===== config.mk =====
export PLATFORM = sky130hd
export DESIGN_NAME = thermal_assist_sample_control
export DESIGN_NICKNAME = d
export VERILOG_FILES = /design/src/core/thermal_pkg.sv /design/src/core/sample_interval_timer.sv /design/src/core/thermal_assist_sample_control.sv
export VERILOG_INCLUDE_DIRS = /design/src /design/src/core
export SDC_FILE = /design/constraint.sdc
export NUM_CORES = 1
export LEC_CHECK = 0
export ABC_CLOCK_PERIOD_IN_PS = 2000
export BUFFER_PORTS_ARGS = -buffer_cell sky130_fd_sc_hd__buf_2
export CAP_MARGIN = 0
export CORE_UTILIZATION = 40
export CTS_CLUSTER_SIZE = 10
export DETAILED_ROUTE_END_ITERATION = 6
export PLACE_DENSITY = 0.62
export SKIP_CTS_REPAIR_TIMING = 1
export SLEW_MARGIN = 30
export SYNTH_ARGS = -nofsm -noshare
export SYNTH_HDL_FRONTEND = slang
export SYNTH_SLANG_ARGS = --single-unit

===== constraint.sdc =====
create_clock -name ref_clk -period 2 [get_ports ref_clk]
set_input_delay 0.6 -clock ref_clk [delete_from_list [all_inputs] [get_ports ref_clk]]
set_output_delay 0.6 -clock ref_clk [all_outputs]
set_load 0.02 [all_outputs]

===== src/core/thermal_defs.svh =====
// constants for the thermal assist sample control block
// Functional notes
// - compare only when enabled and a threshold valid
// - wait interval cycles, then sample comparator result
// - thresholds and control at numbers 1020-1022
// - read-only signed calibration offset at 920
// - calibration upper bits always read zero
// - alternate thresholds in time when both active
// - seven-bit threshold field compared with sensor
// - direction bit picks above or below crossing
// - irq enable gates interrupt, flag still records
`ifndef THERMAL_DEFS_SVH
`define THERMAL_DEFS_SVH

//------------------------------------------------------------
// special register numbers
//------------------------------------------------------------
`define SPR_THR_A         10'h3fc
`define SPR_THR_B         10'h3fd
`define SPR_CTRL          10'h3fe
`define SPR_CALIB         10'h398

//------------------------------------------------------------
// threshold register fields (bit 0 is the lsb)
//------------------------------------------------------------
`define THR_TIN_BIT       31
`define THR_TIV_BIT       30
`define THR_VAL_MSB       29
`define THR_VAL_LSB       23
`define THR_DIR_BIT       2
`define THR_IE_BIT        1
`define THR_V_BIT         0
`define THR_WR_MASK       32'h3f800007
`define THR_RESET         32'h00000000

//------------------------------------------------------------
// sample control register fields
//------------------------------------------------------------
`define CTRL_SAMPLE_INTERVAL_COUNT_MSB     16
`define CTRL_SAMPLE_INTERVAL_COUNT_LSB     1
`define CTRL_EN_BIT       0
`define CTRL_WR_MASK      32'h0001ffff
`define CTRL_RESET        32'h00000000

//------------------------------------------------------------
// calibration offset field
//------------------------------------------------------------
`define CALIB_MSB         7
`define CALIB_RESET       8'h00

//------------------------------------------------------------
// advised sampling interval, for software reference
//------------------------------------------------------------
`define SAMPLE_TIME_US    20
`define CLK_FREQ_MHZ      40
`define SAMPLE_TIME_CYC   (`SAMPLE_TIME_US * `CLK_FREQ_MHZ)

`endif


===== src/core/thermal_pkg.sv =====
// types shared by the thermal assist sample control block
package thermal_pkg;
	typedef logic [9:0]  spr_num_t;
	typedef logic [31:0] word_t;
	typedef logic [15:0] interval_t;
	typedef logic [6:0]  thresh_t;
	typedef logic [7:0]  calib_t;
	// which threshold the comparator currently faces
	typedef enum logic [1:0] {
		SEL_A = 2'b01,
		SEL_B = 2'b10
	} sel_t;
endpackage


===== src/core/sample_interval_timer.sv =====
// sample interval timer: one sample pulse per programmed interval
`include "thermal_defs.svh"
module sample_interval_timer (
	// clock and reset
	input  wire logic                  ref_clk,
	input  wire logic                  srst,
	// control
	input  wire logic                  run,
	input  wire thermal_pkg::interval_t interval,
	// sample strobe
	output logic                       sample
);
	import thermal_pkg::*;

	interval_t cnt_reg;
	interval_t cnt_next;
	logic      sample_reg;
	logic      sample_next;

	// count down while running, reload after each sample or when stopped
	always_comb begin
		cnt_next    = cnt_reg;
		sample_next = 1'b0;
		if (!run) begin
			cnt_next = interval;
		end else if (cnt_reg <= 16'h0001) begin
			cnt_next    = interval;
			sample_next = 1'b1;
		end else begin
			cnt_next = cnt_reg - 16'h0001;
		end
	end

	// register the timer state
	always_ff @(posedge ref_clk) begin
		if (srst) begin
			cnt_reg    <= 16'h0000;
			sample_reg <= 1'b0;
		end else begin
			cnt_reg    <= cnt_next;
			sample_reg <= sample_next;
		end
	end

	assign sample = sample_reg;
endmodule


===== src/core/thermal_assist_sample_control.sv =====
// thermal assist sample control: threshold, control and offset registers
`include "thermal_defs.svh"
module thermal_assist_sample_control (
	// clock and reset
	input  wire logic                 ref_clk,
	input  wire logic                 srst,
	// special register move port
	input  wire thermal_pkg::spr_num_t spr_num,
	input  wire logic                 spr_wr_en,
	input  wire thermal_pkg::word_t   spr_wr_data,
	input  wire logic                 spr_rd_en,
	output thermal_pkg::word_t        spr_rd_data,
	output logic                      spr_rd_ack,
	output logic                      spr_rd_hit,
	// analog sensor side
	input  wire logic                 cmp_above_pin,
	input  wire thermal_pkg::calib_t  calib_fuse_pin,
	output logic                      cmp_enable,
	output thermal_pkg::thresh_t      cmp_threshold,
	// thermal interrupt
	output logic                      thermal_irq
);
	import thermal_pkg::*;

	localparam spr_num_t THR_SPR [2] = '{`SPR_THR_A, `SPR_THR_B};

	//------------------------------------------------------------
	// declarations
	//------------------------------------------------------------
	logic      above_s1_reg;
	logic      above_s2_reg;
	calib_t    fuse_s1_reg;
	calib_t    fuse_s2_reg;
	calib_t    calib_reg;
	word_t     ctrl_reg;
	word_t     ctrl_next;
	word_t     thr_reg [2];
	word_t     thr_next [2];
	sel_t      sel_reg;
	sel_t      sel_next;
	logic      active;
	logic      sample_pulse;
	logic      sel_idx;
	logic      both_valid;
	logic [1:0] thr_valid;
	logic [1:0] smp_hit;
	logic [1:0] wr_hit;
	logic [1:0] irq_src;
	logic      irq_reg;
	logic      irq_next;
	logic      cmp_en_reg;
	logic      cmp_en_next;
	thresh_t   cmp_thr_reg;
	thresh_t   cmp_thr_next;
	word_t     rd_data_reg;
	word_t     rd_data_next;
	logic      rd_ack_reg;
	logic      rd_hit_reg;
	logic      rd_hit_next;

	//------------------------------------------------------------
	// input synchronisers
	//------------------------------------------------------------
	// comparator level crosses in through two flops, fuse word through three
	always_ff @(posedge ref_clk) begin
		if (srst) begin
			above_s1_reg <= 1'b0;
			above_s2_reg <= 1'b0;
			fuse_s1_reg  <= `CALIB_RESET;
			fuse_s2_reg  <= `CALIB_RESET;
			calib_reg    <= `CALIB_RESET;
		end else begin
			above_s1_reg <= cmp_above_pin;
			above_s2_reg <= above_s1_reg;
			fuse_s1_reg  <= calib_fuse_pin;
			fuse_s2_reg  <= fuse_s1_reg;
			calib_reg    <= fuse_s2_reg;
		end
	end

	//------------------------------------------------------------
	// sample control register
	//------------------------------------------------------------
	// reserved bits are dropped on write and read as zero
	always_comb begin
		ctrl_next = ctrl_reg;
		if (spr_wr_en && spr_num == `SPR_CTRL) begin
			ctrl_next = spr_wr_data & `CTRL_WR_MASK;
		end
	end

	always_ff @(posedge ref_clk) begin
		if (srst) begin
			ctrl_reg <= `CTRL_RESET;
		end else begin
			ctrl_reg <= ctrl_next;
		end
	end

	// compare runs only when enabled with a valid threshold
	assign active     = ctrl_reg[`CTRL_EN_BIT] & (|thr_valid);
	assign both_valid = &thr_valid;
	assign sel_idx    = (sel_reg == SEL_B);

	//------------------------------------------------------------
	// sample interval timer
	//------------------------------------------------------------
	// the held count follows the next control value, so an enabling write
	// starts the timer from the interval it writes, not the one before
	sample_interval_timer u_timer (
		.ref_clk  (ref_clk),
		.srst     (srst),
		.run      (active),
		.interval (ctrl_next[`CTRL_SAMPLE_INTERVAL_COUNT_MSB:`CTRL_SAMPLE_INTERVAL_COUNT_LSB]),
		.sample   (sample_pulse)
	);

	//------------------------------------------------------------
	// threshold registers, one per channel
	//------------------------------------------------------------
	genvar gi;
	generate
		for (gi = 0; gi < 2; gi++) begin : g_thr
			assign thr_valid[gi] = thr_reg[gi][`THR_V_BIT];
			assign wr_hit[gi]    = spr_wr_en && (spr_num == THR_SPR[gi]);
			assign smp_hit[gi]   = sample_pulse && active && thr_valid[gi]
				&& (sel_idx == 1'(gi));
			assign irq_src[gi]   = thr_valid[gi] && thr_reg[gi][`THR_TIV_BIT]
				&& thr_reg[gi][`THR_TIN_BIT] && thr_reg[gi][`THR_IE_BIT];

			// a write clears the status; a sample in the same cycle wins
			always_comb begin
				thr_next[gi] = thr_reg[gi];
				if (wr_hit[gi]) begin
					thr_next[gi] = spr_wr_data & `THR_WR_MASK;
				end
				if (smp_hit[gi]) begin
					thr_next[gi][`THR_TIV_BIT] = 1'b1;
					thr_next[gi][`THR_TIN_BIT] = thr_reg[gi][`THR_DIR_BIT] ?
						~above_s2_reg : above_s2_reg;
				end
			end

			always_ff @(posedge ref_clk) begin
				if (srst) begin
					thr_reg[gi] <= `THR_RESET;
				end else begin
					thr_reg[gi] <= thr_next[gi];
				end
			end
		end
	endgenerate

	//------------------------------------------------------------
	// channel selection and sensor drive
	//------------------------------------------------------------
	// alternate after each sample when both thresholds are valid
	always_comb begin
		sel_next = sel_reg;
		case (sel_reg)
			SEL_A: begin
				if (!thr_valid[0] || (both_valid && sample_pulse && active)) begin
					sel_next = thr_valid[1] ? SEL_B : SEL_A;
				end
			end
			SEL_B: begin
				if (!thr_valid[1] || (both_valid && sample_pulse && active)) begin
					sel_next = thr_valid[0] ? SEL_A : SEL_B;
				end
			end
			default: begin
				sel_next = SEL_A;
			end
		endcase
		cmp_en_next  = active;
		cmp_thr_next = thr_reg[sel_idx][`THR_VAL_MSB:`THR_VAL_LSB];
		irq_next     = |irq_src;
	end

	always_ff @(posedge ref_clk) begin
		if (srst) begin
			sel_reg     <= SEL_A;
			cmp_en_reg  <= 1'b0;
			cmp_thr_reg <= 7'h00;
			irq_reg     <= 1'b0;
		end else begin
			sel_reg     <= sel_next;
			cmp_en_reg  <= cmp_en_next;
			cmp_thr_reg <= cmp_thr_next;
			irq_reg     <= irq_next;
		end
	end

	//------------------------------------------------------------
	// register read port
	//------------------------------------------------------------
	// answer one cycle after the read strobe, zero when unmapped
	always_comb begin
		rd_data_next = 32'h00000000;
		rd_hit_next  = 1'b0;
		if (spr_rd_en) begin
			case (spr_num)
				`SPR_THR_A: begin
					rd_data_next = thr_reg[0];
					rd_hit_next  = 1'b1;
				end
				`SPR_THR_B: begin
					rd_data_next = thr_reg[1];
					rd_hit_next  = 1'b1;
				end
				`SPR_CTRL: begin
					rd_data_next = ctrl_reg;
					rd_hit_next  = 1'b1;
				end
				`SPR_CALIB: begin
					rd_data_next = {24'h000000, calib_reg};
					rd_hit_next  = 1'b1;
				end
				default: begin
					rd_data_next = 32'h00000000;
				end
			endcase
		end
	end

	always_ff @(posedge ref_clk) begin
		if (srst) begin
			rd_data_reg <= 32'h00000000;
			rd_ack_reg  <= 1'b0;
			rd_hit_reg  <= 1'b0;
		end else begin
			rd_data_reg <= rd_data_next;
			rd_ack_reg  <= spr_rd_en;
			rd_hit_reg  <= rd_hit_next;
		end
	end

	assign spr_rd_data   = rd_data_reg;
	assign spr_rd_ack    = rd_ack_reg;
	assign spr_rd_hit    = rd_hit_reg;
	assign cmp_enable    = cmp_en_reg;
	assign cmp_threshold = cmp_thr_reg;
	assign thermal_irq   = irq_reg;
endmodule


# Word level (Yosys, flattened, before mapping)
# Memory sizes are Yosys's and may differ from the RTL's. A register that Yosys moved wholly into a read port is not among the register bits.
# Index checks and enable logic that the tools add are counted.
# totals
output_inout_bits,43
n_memories,1
ram_bits,64
elab_cells,82
in_bits,55
ff_bits,98
# op_classes
bitwise_logic,7
eq_ne,8
n_mux,22
n_reduce_logical,27
order_cmp,1
addsub,1
# mem_list
memory,depth,width,rd,rd_clocked_by_memory_dff,write_ports,line_no,rtl
thr_reg,2,32,3,1,2,thermal_assist_sample_control.sv:37,word_t thr_reg [2];
# ops
cell,n
32-bit two-way mux,4
32-bit case mux with 4 select lines,1
"10-bit equality test, second input constant",4
16-bit two-way mux,2
17-bit two-way mux,1
"16-bit by 1-bit <= comparator with 1-bit output, second input constant",1
1-bit logical AND,16
"16-bit by 1-bit subtractor with 16-bit output, second input constant",1
2-bit two-way mux,6
2-bit OR reduction,4
1-bit two-way mux,7
1-bit inverter,4
2-bit case mux with 2 select lines,1
2-bit AND reduction,2
4-bit OR reduction,1
"2-bit by 1-bit equality test with 1-bit output, second input constant",1
"2-bit equality test, second input constant",1
1-bit zero test,2
1-bit logical OR,2
"2-bit by 1-bit != test with 1-bit output, second input constant",1
"2-bit != test, second input constant",1
1-bit OR,2
1-bit bitwise AND,1

# Depth between registers and ports, before layout
# Gate-level depths: netlist of run 1.
# An unclocked memory read counts as a cell.
# depth
ltp_word,8
depth_mapped,8
ltp_nobuf,7

# Modules after synthesis
# A second synthesis of run 1 with hierarchy kept.
# hier_totals
cells_unflattened,456
hier_area_um2,4777.1
# modules_own_cells
module,seq_area_each_um2,cells_per_inst,instances,area_each_um2
thermal_assist_sample_control,2122.0,357,1,3876.2
sample_interval_timer,340.3,99,1,900.9

# Worst setup path after synthesis of run 1
# OpenSTA, ideal clock, no wires.
# synth_timing
path_type,register to register
startpoint,register u_timer.cnt_reg[3]
endpoint,register u_timer.cnt_reg[11]
t_required_ps,1921
period_less_slack_ps,2128
path_stages_with_launch,6
slack_ps,-128
path_buffers,0
arrival_ps,2048
path_cell_list,dfxtp_1 > or4_4 > or3_4 > or4_4 > xor2_1 > a211oi_2
# synth_between
elab_chain_len,3
elab_cells_between_ends,4
# synth_rtl
item,line_no,rtl
start: declaration,sample_interval_timer.sv:15,interval_t cnt_reg;
start signal: assignment,sample_interval_timer.sv:40,cnt_reg <= cnt_next;
16-bit by 1-bit subtractor with 16-bit output / 16-bit by 1-bit <= comparator with 1-bit output (equally long branches),"sample_interval_timer.sv:30, sample_interval_timer.sv:26",
16-bit two-way mux (*),sample_interval_timer.sv:26,end else if (cnt_reg <= 16'h0001) begin
16-bit two-way mux (*),sample_interval_timer.sv:24,if (!run) begin
# Every way passes the cells marked *; elsewhere a longest branch is shown, timed or not.
# A chain may end at the register's enable or synchronous reset.

# Final worst setup path of run 1
# layout_timing
startpoint,register u_timer.cnt_reg[6]
endpoint,register u_timer.cnt_reg[11]
# Same word-level chain as after synthesis.

==> impl_metrics.yaml, run 1 <==
worst_setup_path:
  worstPathRequired_ns: 2.33
  r2r_start: "u_timer.cnt_reg[6]"
  crit_path_end_kind: "register"
  criticalPathCategory: "register to register"
  startpoint_type: "register"
  cpMostUsedCell: "or4_4"
  arrival_ns: 2.37
  path_cells: "or4_4 -> or3_4 -> or4_4 -> xor2_2 -> a211oi_2"
  crit_fanout: 2
  cp-startpoint: "u_timer.cnt_reg[6]"
  slowest_stage: "or4_4"
  critPathTopFamily: "simple AND/OR/NAND/NOR gates"
  max_stage_delay_ns: 0.53
  crit_buf_inv: 0
final_layout:
  largest_reg_flops: 26
  area_growth_pct: 31.7
  fin_nets: 633
  layout-drive-gt1-share_pct: 28.3
  diodes: 0
  layout_commonest_cell: "dfxtp_1"
  stdcell_count: 727
  mostFrequentLayoutCells: "dfxtp_1, buf_2, nor2_1"
global_route:
  grt_max_degree: 69
  grt_usage_pct: 18.5
  grt_pass1_vias: 3435
  grt.overflow.total: 0
  antenna_found_initial: 0
  grt_pass1_wl_um: 16400
placement:
  place_congestion: 0.814
  hpwl_um: 7100
  port_buffers: 83
  placedCellCount: 695
drt:
  drc: 0
  viasPerCell: 4.90
  finalWirelength_um: 10200
  wire_per_inst_um: 14.0
  initialDrtViolationCount: 143
  first_pass_iters: 4
  num_vias: 3559
  final_antenna_net_count: 0
synthesis:
  synth_area_leaders: "dfxtp_1, mux2i_1, nor2_1"
  seq_area_frac_synth_pct: 54.5
  synth_warnings: 0
  netlist.area_leader.share_pct: 54.5
  yosysTopAreaCell: "dfxtp_1"
  avgSynthCellArea_um2: 9.78
  synth-main-ff-cell: "dfxtp_1"
  synth_edf_count: 0
  ys_ff_latch: 123
  syn_inst: 462
  synth.distinct_cells: 50
  syn-cell-area_um2: 4520
  ys_async_sr_fraction_pct: 0
clock_tree:
  cts_tree: "built"
  clk_pin_slew_worst_paths_ns: 0.06
  clock_path_buffers: 2
  cts.htree.levels: 4
  clock-sinks: 123
  cts_buffers: 17
  insertion_delay_ns: 0.41
  root_buffer: "clkbuf_16"
die:
  dieArea_um2: 11700
  core-area_um2: 10900
  die_h_um: 108
  placementRows: 38
  ios: 98
  start_util_pct: 41.3
  chipWidth_um: 108
outcome:
  violations: "negative setup slack"
  outcome: "finished with violations"
sta:
  drv_slew: 0
  whs_ns: 0.391
  fin_ws_ns: -0.0412
  min_period_over_period_pct: 102
  finalClockSkew_ns: 0.00571
  fmax_mhz: 490
  rsz0062_at_grt: "true"
  relSlewSlack_pct: 66.5
  setup_viol: 1
  hold_violations: 0
  worstMarginPinSlew_ns: 0.498
  final.min_clock_period_ns: 2.04
power_and_ir_drop:
  irDropWorstVdd_v: 0.000523
  power_leakage_nw: 2.68
  power_density_nw_per_um2: 986
hold_path:
  hold_class: "primary input to register"
  hold_start: "calib_fuse_pin[0]"
run:
  drv_cap: 0
-- logic make-up (layout without fill, tap and decap cells) --
kind of cell / Yosys count / after routing / share of synthesized area, %
flops: 123 / 123 / 54.5
compound gates: 64 / 64 / 9.05
mux: 37 / 37 / 8.25
fa+ha+maj: 4 / 4 / 1.11
simple gates: 182 / 182 / 20.7
buf+inv: 37 / 157 / 3.60
other cells: 1 / 6 / 0.0830
xor+xnor: 14 / 14 / 2.71
-- Yosys cell counts, types with 8 or more instances --
library cell and n:
dfxtp_1 123, nor2_1 54, nand2_1 43, mux2i_1 35, nor2b_1 30, a21oi_1 26
clkbuf_1 16, nand3_1 13, and3_1 12, o22ai_1 11, a22oi_1 9, xnor2_1 9
inv_1 8
-- per-stage QoR --
stage          instance area (um2)  utilization [%]  TNS, ns  worst slack [ns]  power [W]
6_report                      5950             54.4  -0.0412           -0.0412    0.00587
2_1_floorplan                 4560                -  -0.0562           -0.0562    0.00262
3_3_place_gp                  5310             48.5  -0.0200           -0.0200    0.00270
5_1_grt                       5950             54.4   -0.858            -0.105    0.00603
3_5_place_dp                  5310             48.5   -0.142           -0.0538    0.00270
4_1_cts                       5940             54.3   -0.115           -0.0743    0.00590
-- layer usage --
| metal | routed length (um) | global-route usage [%] | share of wire [%] | up-vias |
|---|---|---|---|---|
| li1 | - | - | - | 1801 |
| met1 | 4570 | 22.6 | 45 | 1650 |
| met2 | 4760 | 30.0 | 47 | 98 |
| met3 | 718 | 5.36 | 7.1 | 10 |
| met4 | 103 | 8.40 | 1.0 | 0 |
| met5 | 0 | 0 | 0 | - |
-- path summary, 6_finish.rpt --
kind,end,slack [ns],cells after the start
max reg2reg,u_timer.cnt_reg[11],-0.04,5
min,fuse_s1_reg[0],0.39,2
min reg2reg,fuse_s2_reg[1],0.43,1
max,u_timer.cnt_reg[11],-0.04,5
-- layout make-up --
class | count | area, um2
well taps | 140 | 175
clock inverters | 11 | 168
flip-flops and latches | 123 | 2460
fillers | 1008 | 4980
clock buffers | 21 | 460
repair buffers | 117 | 708
multi-input cells | 307 | 1940
inverters | 8 | 30.0
-- where the power goes --
group | internal [W] | total [W] | switching [W]
clock | 0.00215 | 0.00322 | 0.00108
combinational | 0.0000713 | 0.000168 | 0.0000969
sequential | 0.00247 | 0.00248 | 0.00000464
total | 0.00469 | 0.00587 | 0.00118
(Power assumes the default switching activity.)
==> run 2: changes to the inputs <==
Settings changed: CORE_UTILIZATION 40 to 48, PLACE_DENSITY 0.62 to 0.73, SKIP_LAST_GASP set to 1.
==> impl_metrics.yaml, run 2 (synthesis gave the netlist of run 1 again) <==
worst_setup_path:
  startpoint_type: "register"
  crit_fanout: 2
  criticalPathCategory: "register to register"
  crit_path_end_kind: "register"
  arrival_ns: 2.43
  worstPathRequired_ns: 2.42
  reg2reg_depth: 5
drt:
  finalWirelength_um: 10400
  route.met3.wl_um: 795
  drc: 0
  final_antenna_net_count: 0
  wl_met1_um: 4730
  viasPerCell: 5.23
  num_vias: 3674
  initialDrtViolationCount: 164
  routed-wl-met2_um: 4840
  wire_per_inst_um: 14.9
  routed.top_layer: "met4"
  first_pass_iters: 5
final_layout:
  area_growth_pct: 30.2
  fin_nets: 638
  mostFrequentLayoutCells: "dfxtp_1, buf_2, nor2_1"
  layout_commonest_cell: "dfxtp_1"
  layout-drive-gt1-share_pct: 28.9
  largest_reg_flops: 26
  design_area_um2: 5890
  fillers: 722
  diodes: 0
clock_tree:
  cts_buffers: 17
  cts_tree: "built"
  clock-sinks: 123
  root_buffer: "clkbuf_8"
  clk_pin_slew_worst_paths_ns: 0.06
  clock_path_buffers: 2
  cts.htree.levels: 4
  insertion_delay_ns: 0.50
die:
  ios: 98
  core-area_um2: 9200
  die_h_um: 99.0
  start_util_pct: 49.1
  dieArea_um2: 9810
  chipWidth_um: 99.0
  placementRows: 35
sta:
  rsz0062_at_grt: "true"
  hold_violations: 0
  setup_viol: 1
  whs_ns: 0.302
  final.min_clock_period_ns: 2.01
  min_period_over_period_pct: 100
  fin_ws_ns: -0.00565
  finalClockSkew_ns: 0.0110
  drv_slew: 0
  relSlewSlack_pct: 67.3
  worstMarginPinSlew_ns: 0.485
  fmax_mhz: 499
global_route:
  antenna_found_initial: 0
  grt_max_degree: 61
  grt_pass1_vias: 3561
  grt_usage_pct: 22.0
  grt.overflow.total: 0
  grt_pass1_wl_um: 16600
power_and_ir_drop:
  power_leakage_nw: 2.66
  power_density_nw_per_um2: 938
  power_w: 0.00552
  irDropWorstVdd_v: 0.000624
placement:
  port_buffers: 83
  place_congestion: 0.834
  post-place-ws_ns: -0.0253
  place_area_um2: 5290
  hpwl_um: 7110
outcome:
  outcome: "finished with violations"
  violations: "negative setup slack"
run:
  drv_cap: 0
hold_path:
  hold_class: "primary input to register"
  worstHoldPathCells: 2
-- run 2: final cells by class --
type,count,area (um2),area share [%]
clock inverters,11,121,2.06
flip-flops and latches,123,2460,41.9
repair buffers,121,729,12.4
well taps,111,139,2.36
multi-input cells,308,1960,33.2
clock buffers,20,445,7.57
inverters,8,30.0,0.510
-- run 2: path summary, 6_finish.rpt --
check / end / slack, ns / from
max: u_timer.cnt_reg[11] / -0.006 / u_timer.cnt_reg[6]
min: fuse_s1_reg[4] / 0.30 / calib_fuse_pin[4]
max reg2reg: u_timer.cnt_reg[11] / -0.006 / u_timer.cnt_reg[6]
min reg2reg: fuse_s2_reg[7] / 0.43 / fuse_s1_reg[7]
-- run 2: layer usage --
metal,track usage (%),up-vias
li1,-,1806
met1,28.2,1713
met2,34.5,146
met3,7.45,9
met4,8.15,0
met5,0,-
-- run 2: power by group --
group	internal (W)	switching, W	leakage, nW
combinational	0.0000751	0.000101	1.40
clock	0.00182	0.00105	0.265
sequential	0.00247	0.00000496	0.996
total	0.00437	0.00115	2.66
-- run 2: worst max-delay path: stages (launching register included) --
cell and delay [ns]:
dfxtp_1 0.31, or4_4 0.53, or3_4 0.34, or4_4 0.42, xor2_1 0.16, a211oi_2 0.17
-- run 2: metrics by stage --
| stage | cells | TNS (ns) | utilization, % |
|---|---|---|---|
| 2_1_floorplan | 467 | -0.0562 | - |
| 3_3_place_gp | 670 | -0.0113 | 57.5 |
| 3_5_place_dp | 670 | -0.0253 | 57.5 |
| 4_1_cts | 701 | -0.0512 | 63.7 |
| 5_1_grt | 702 | -0.387 | 64.0 |
| 6_report | 702 | -0.00565 | 64.0 |
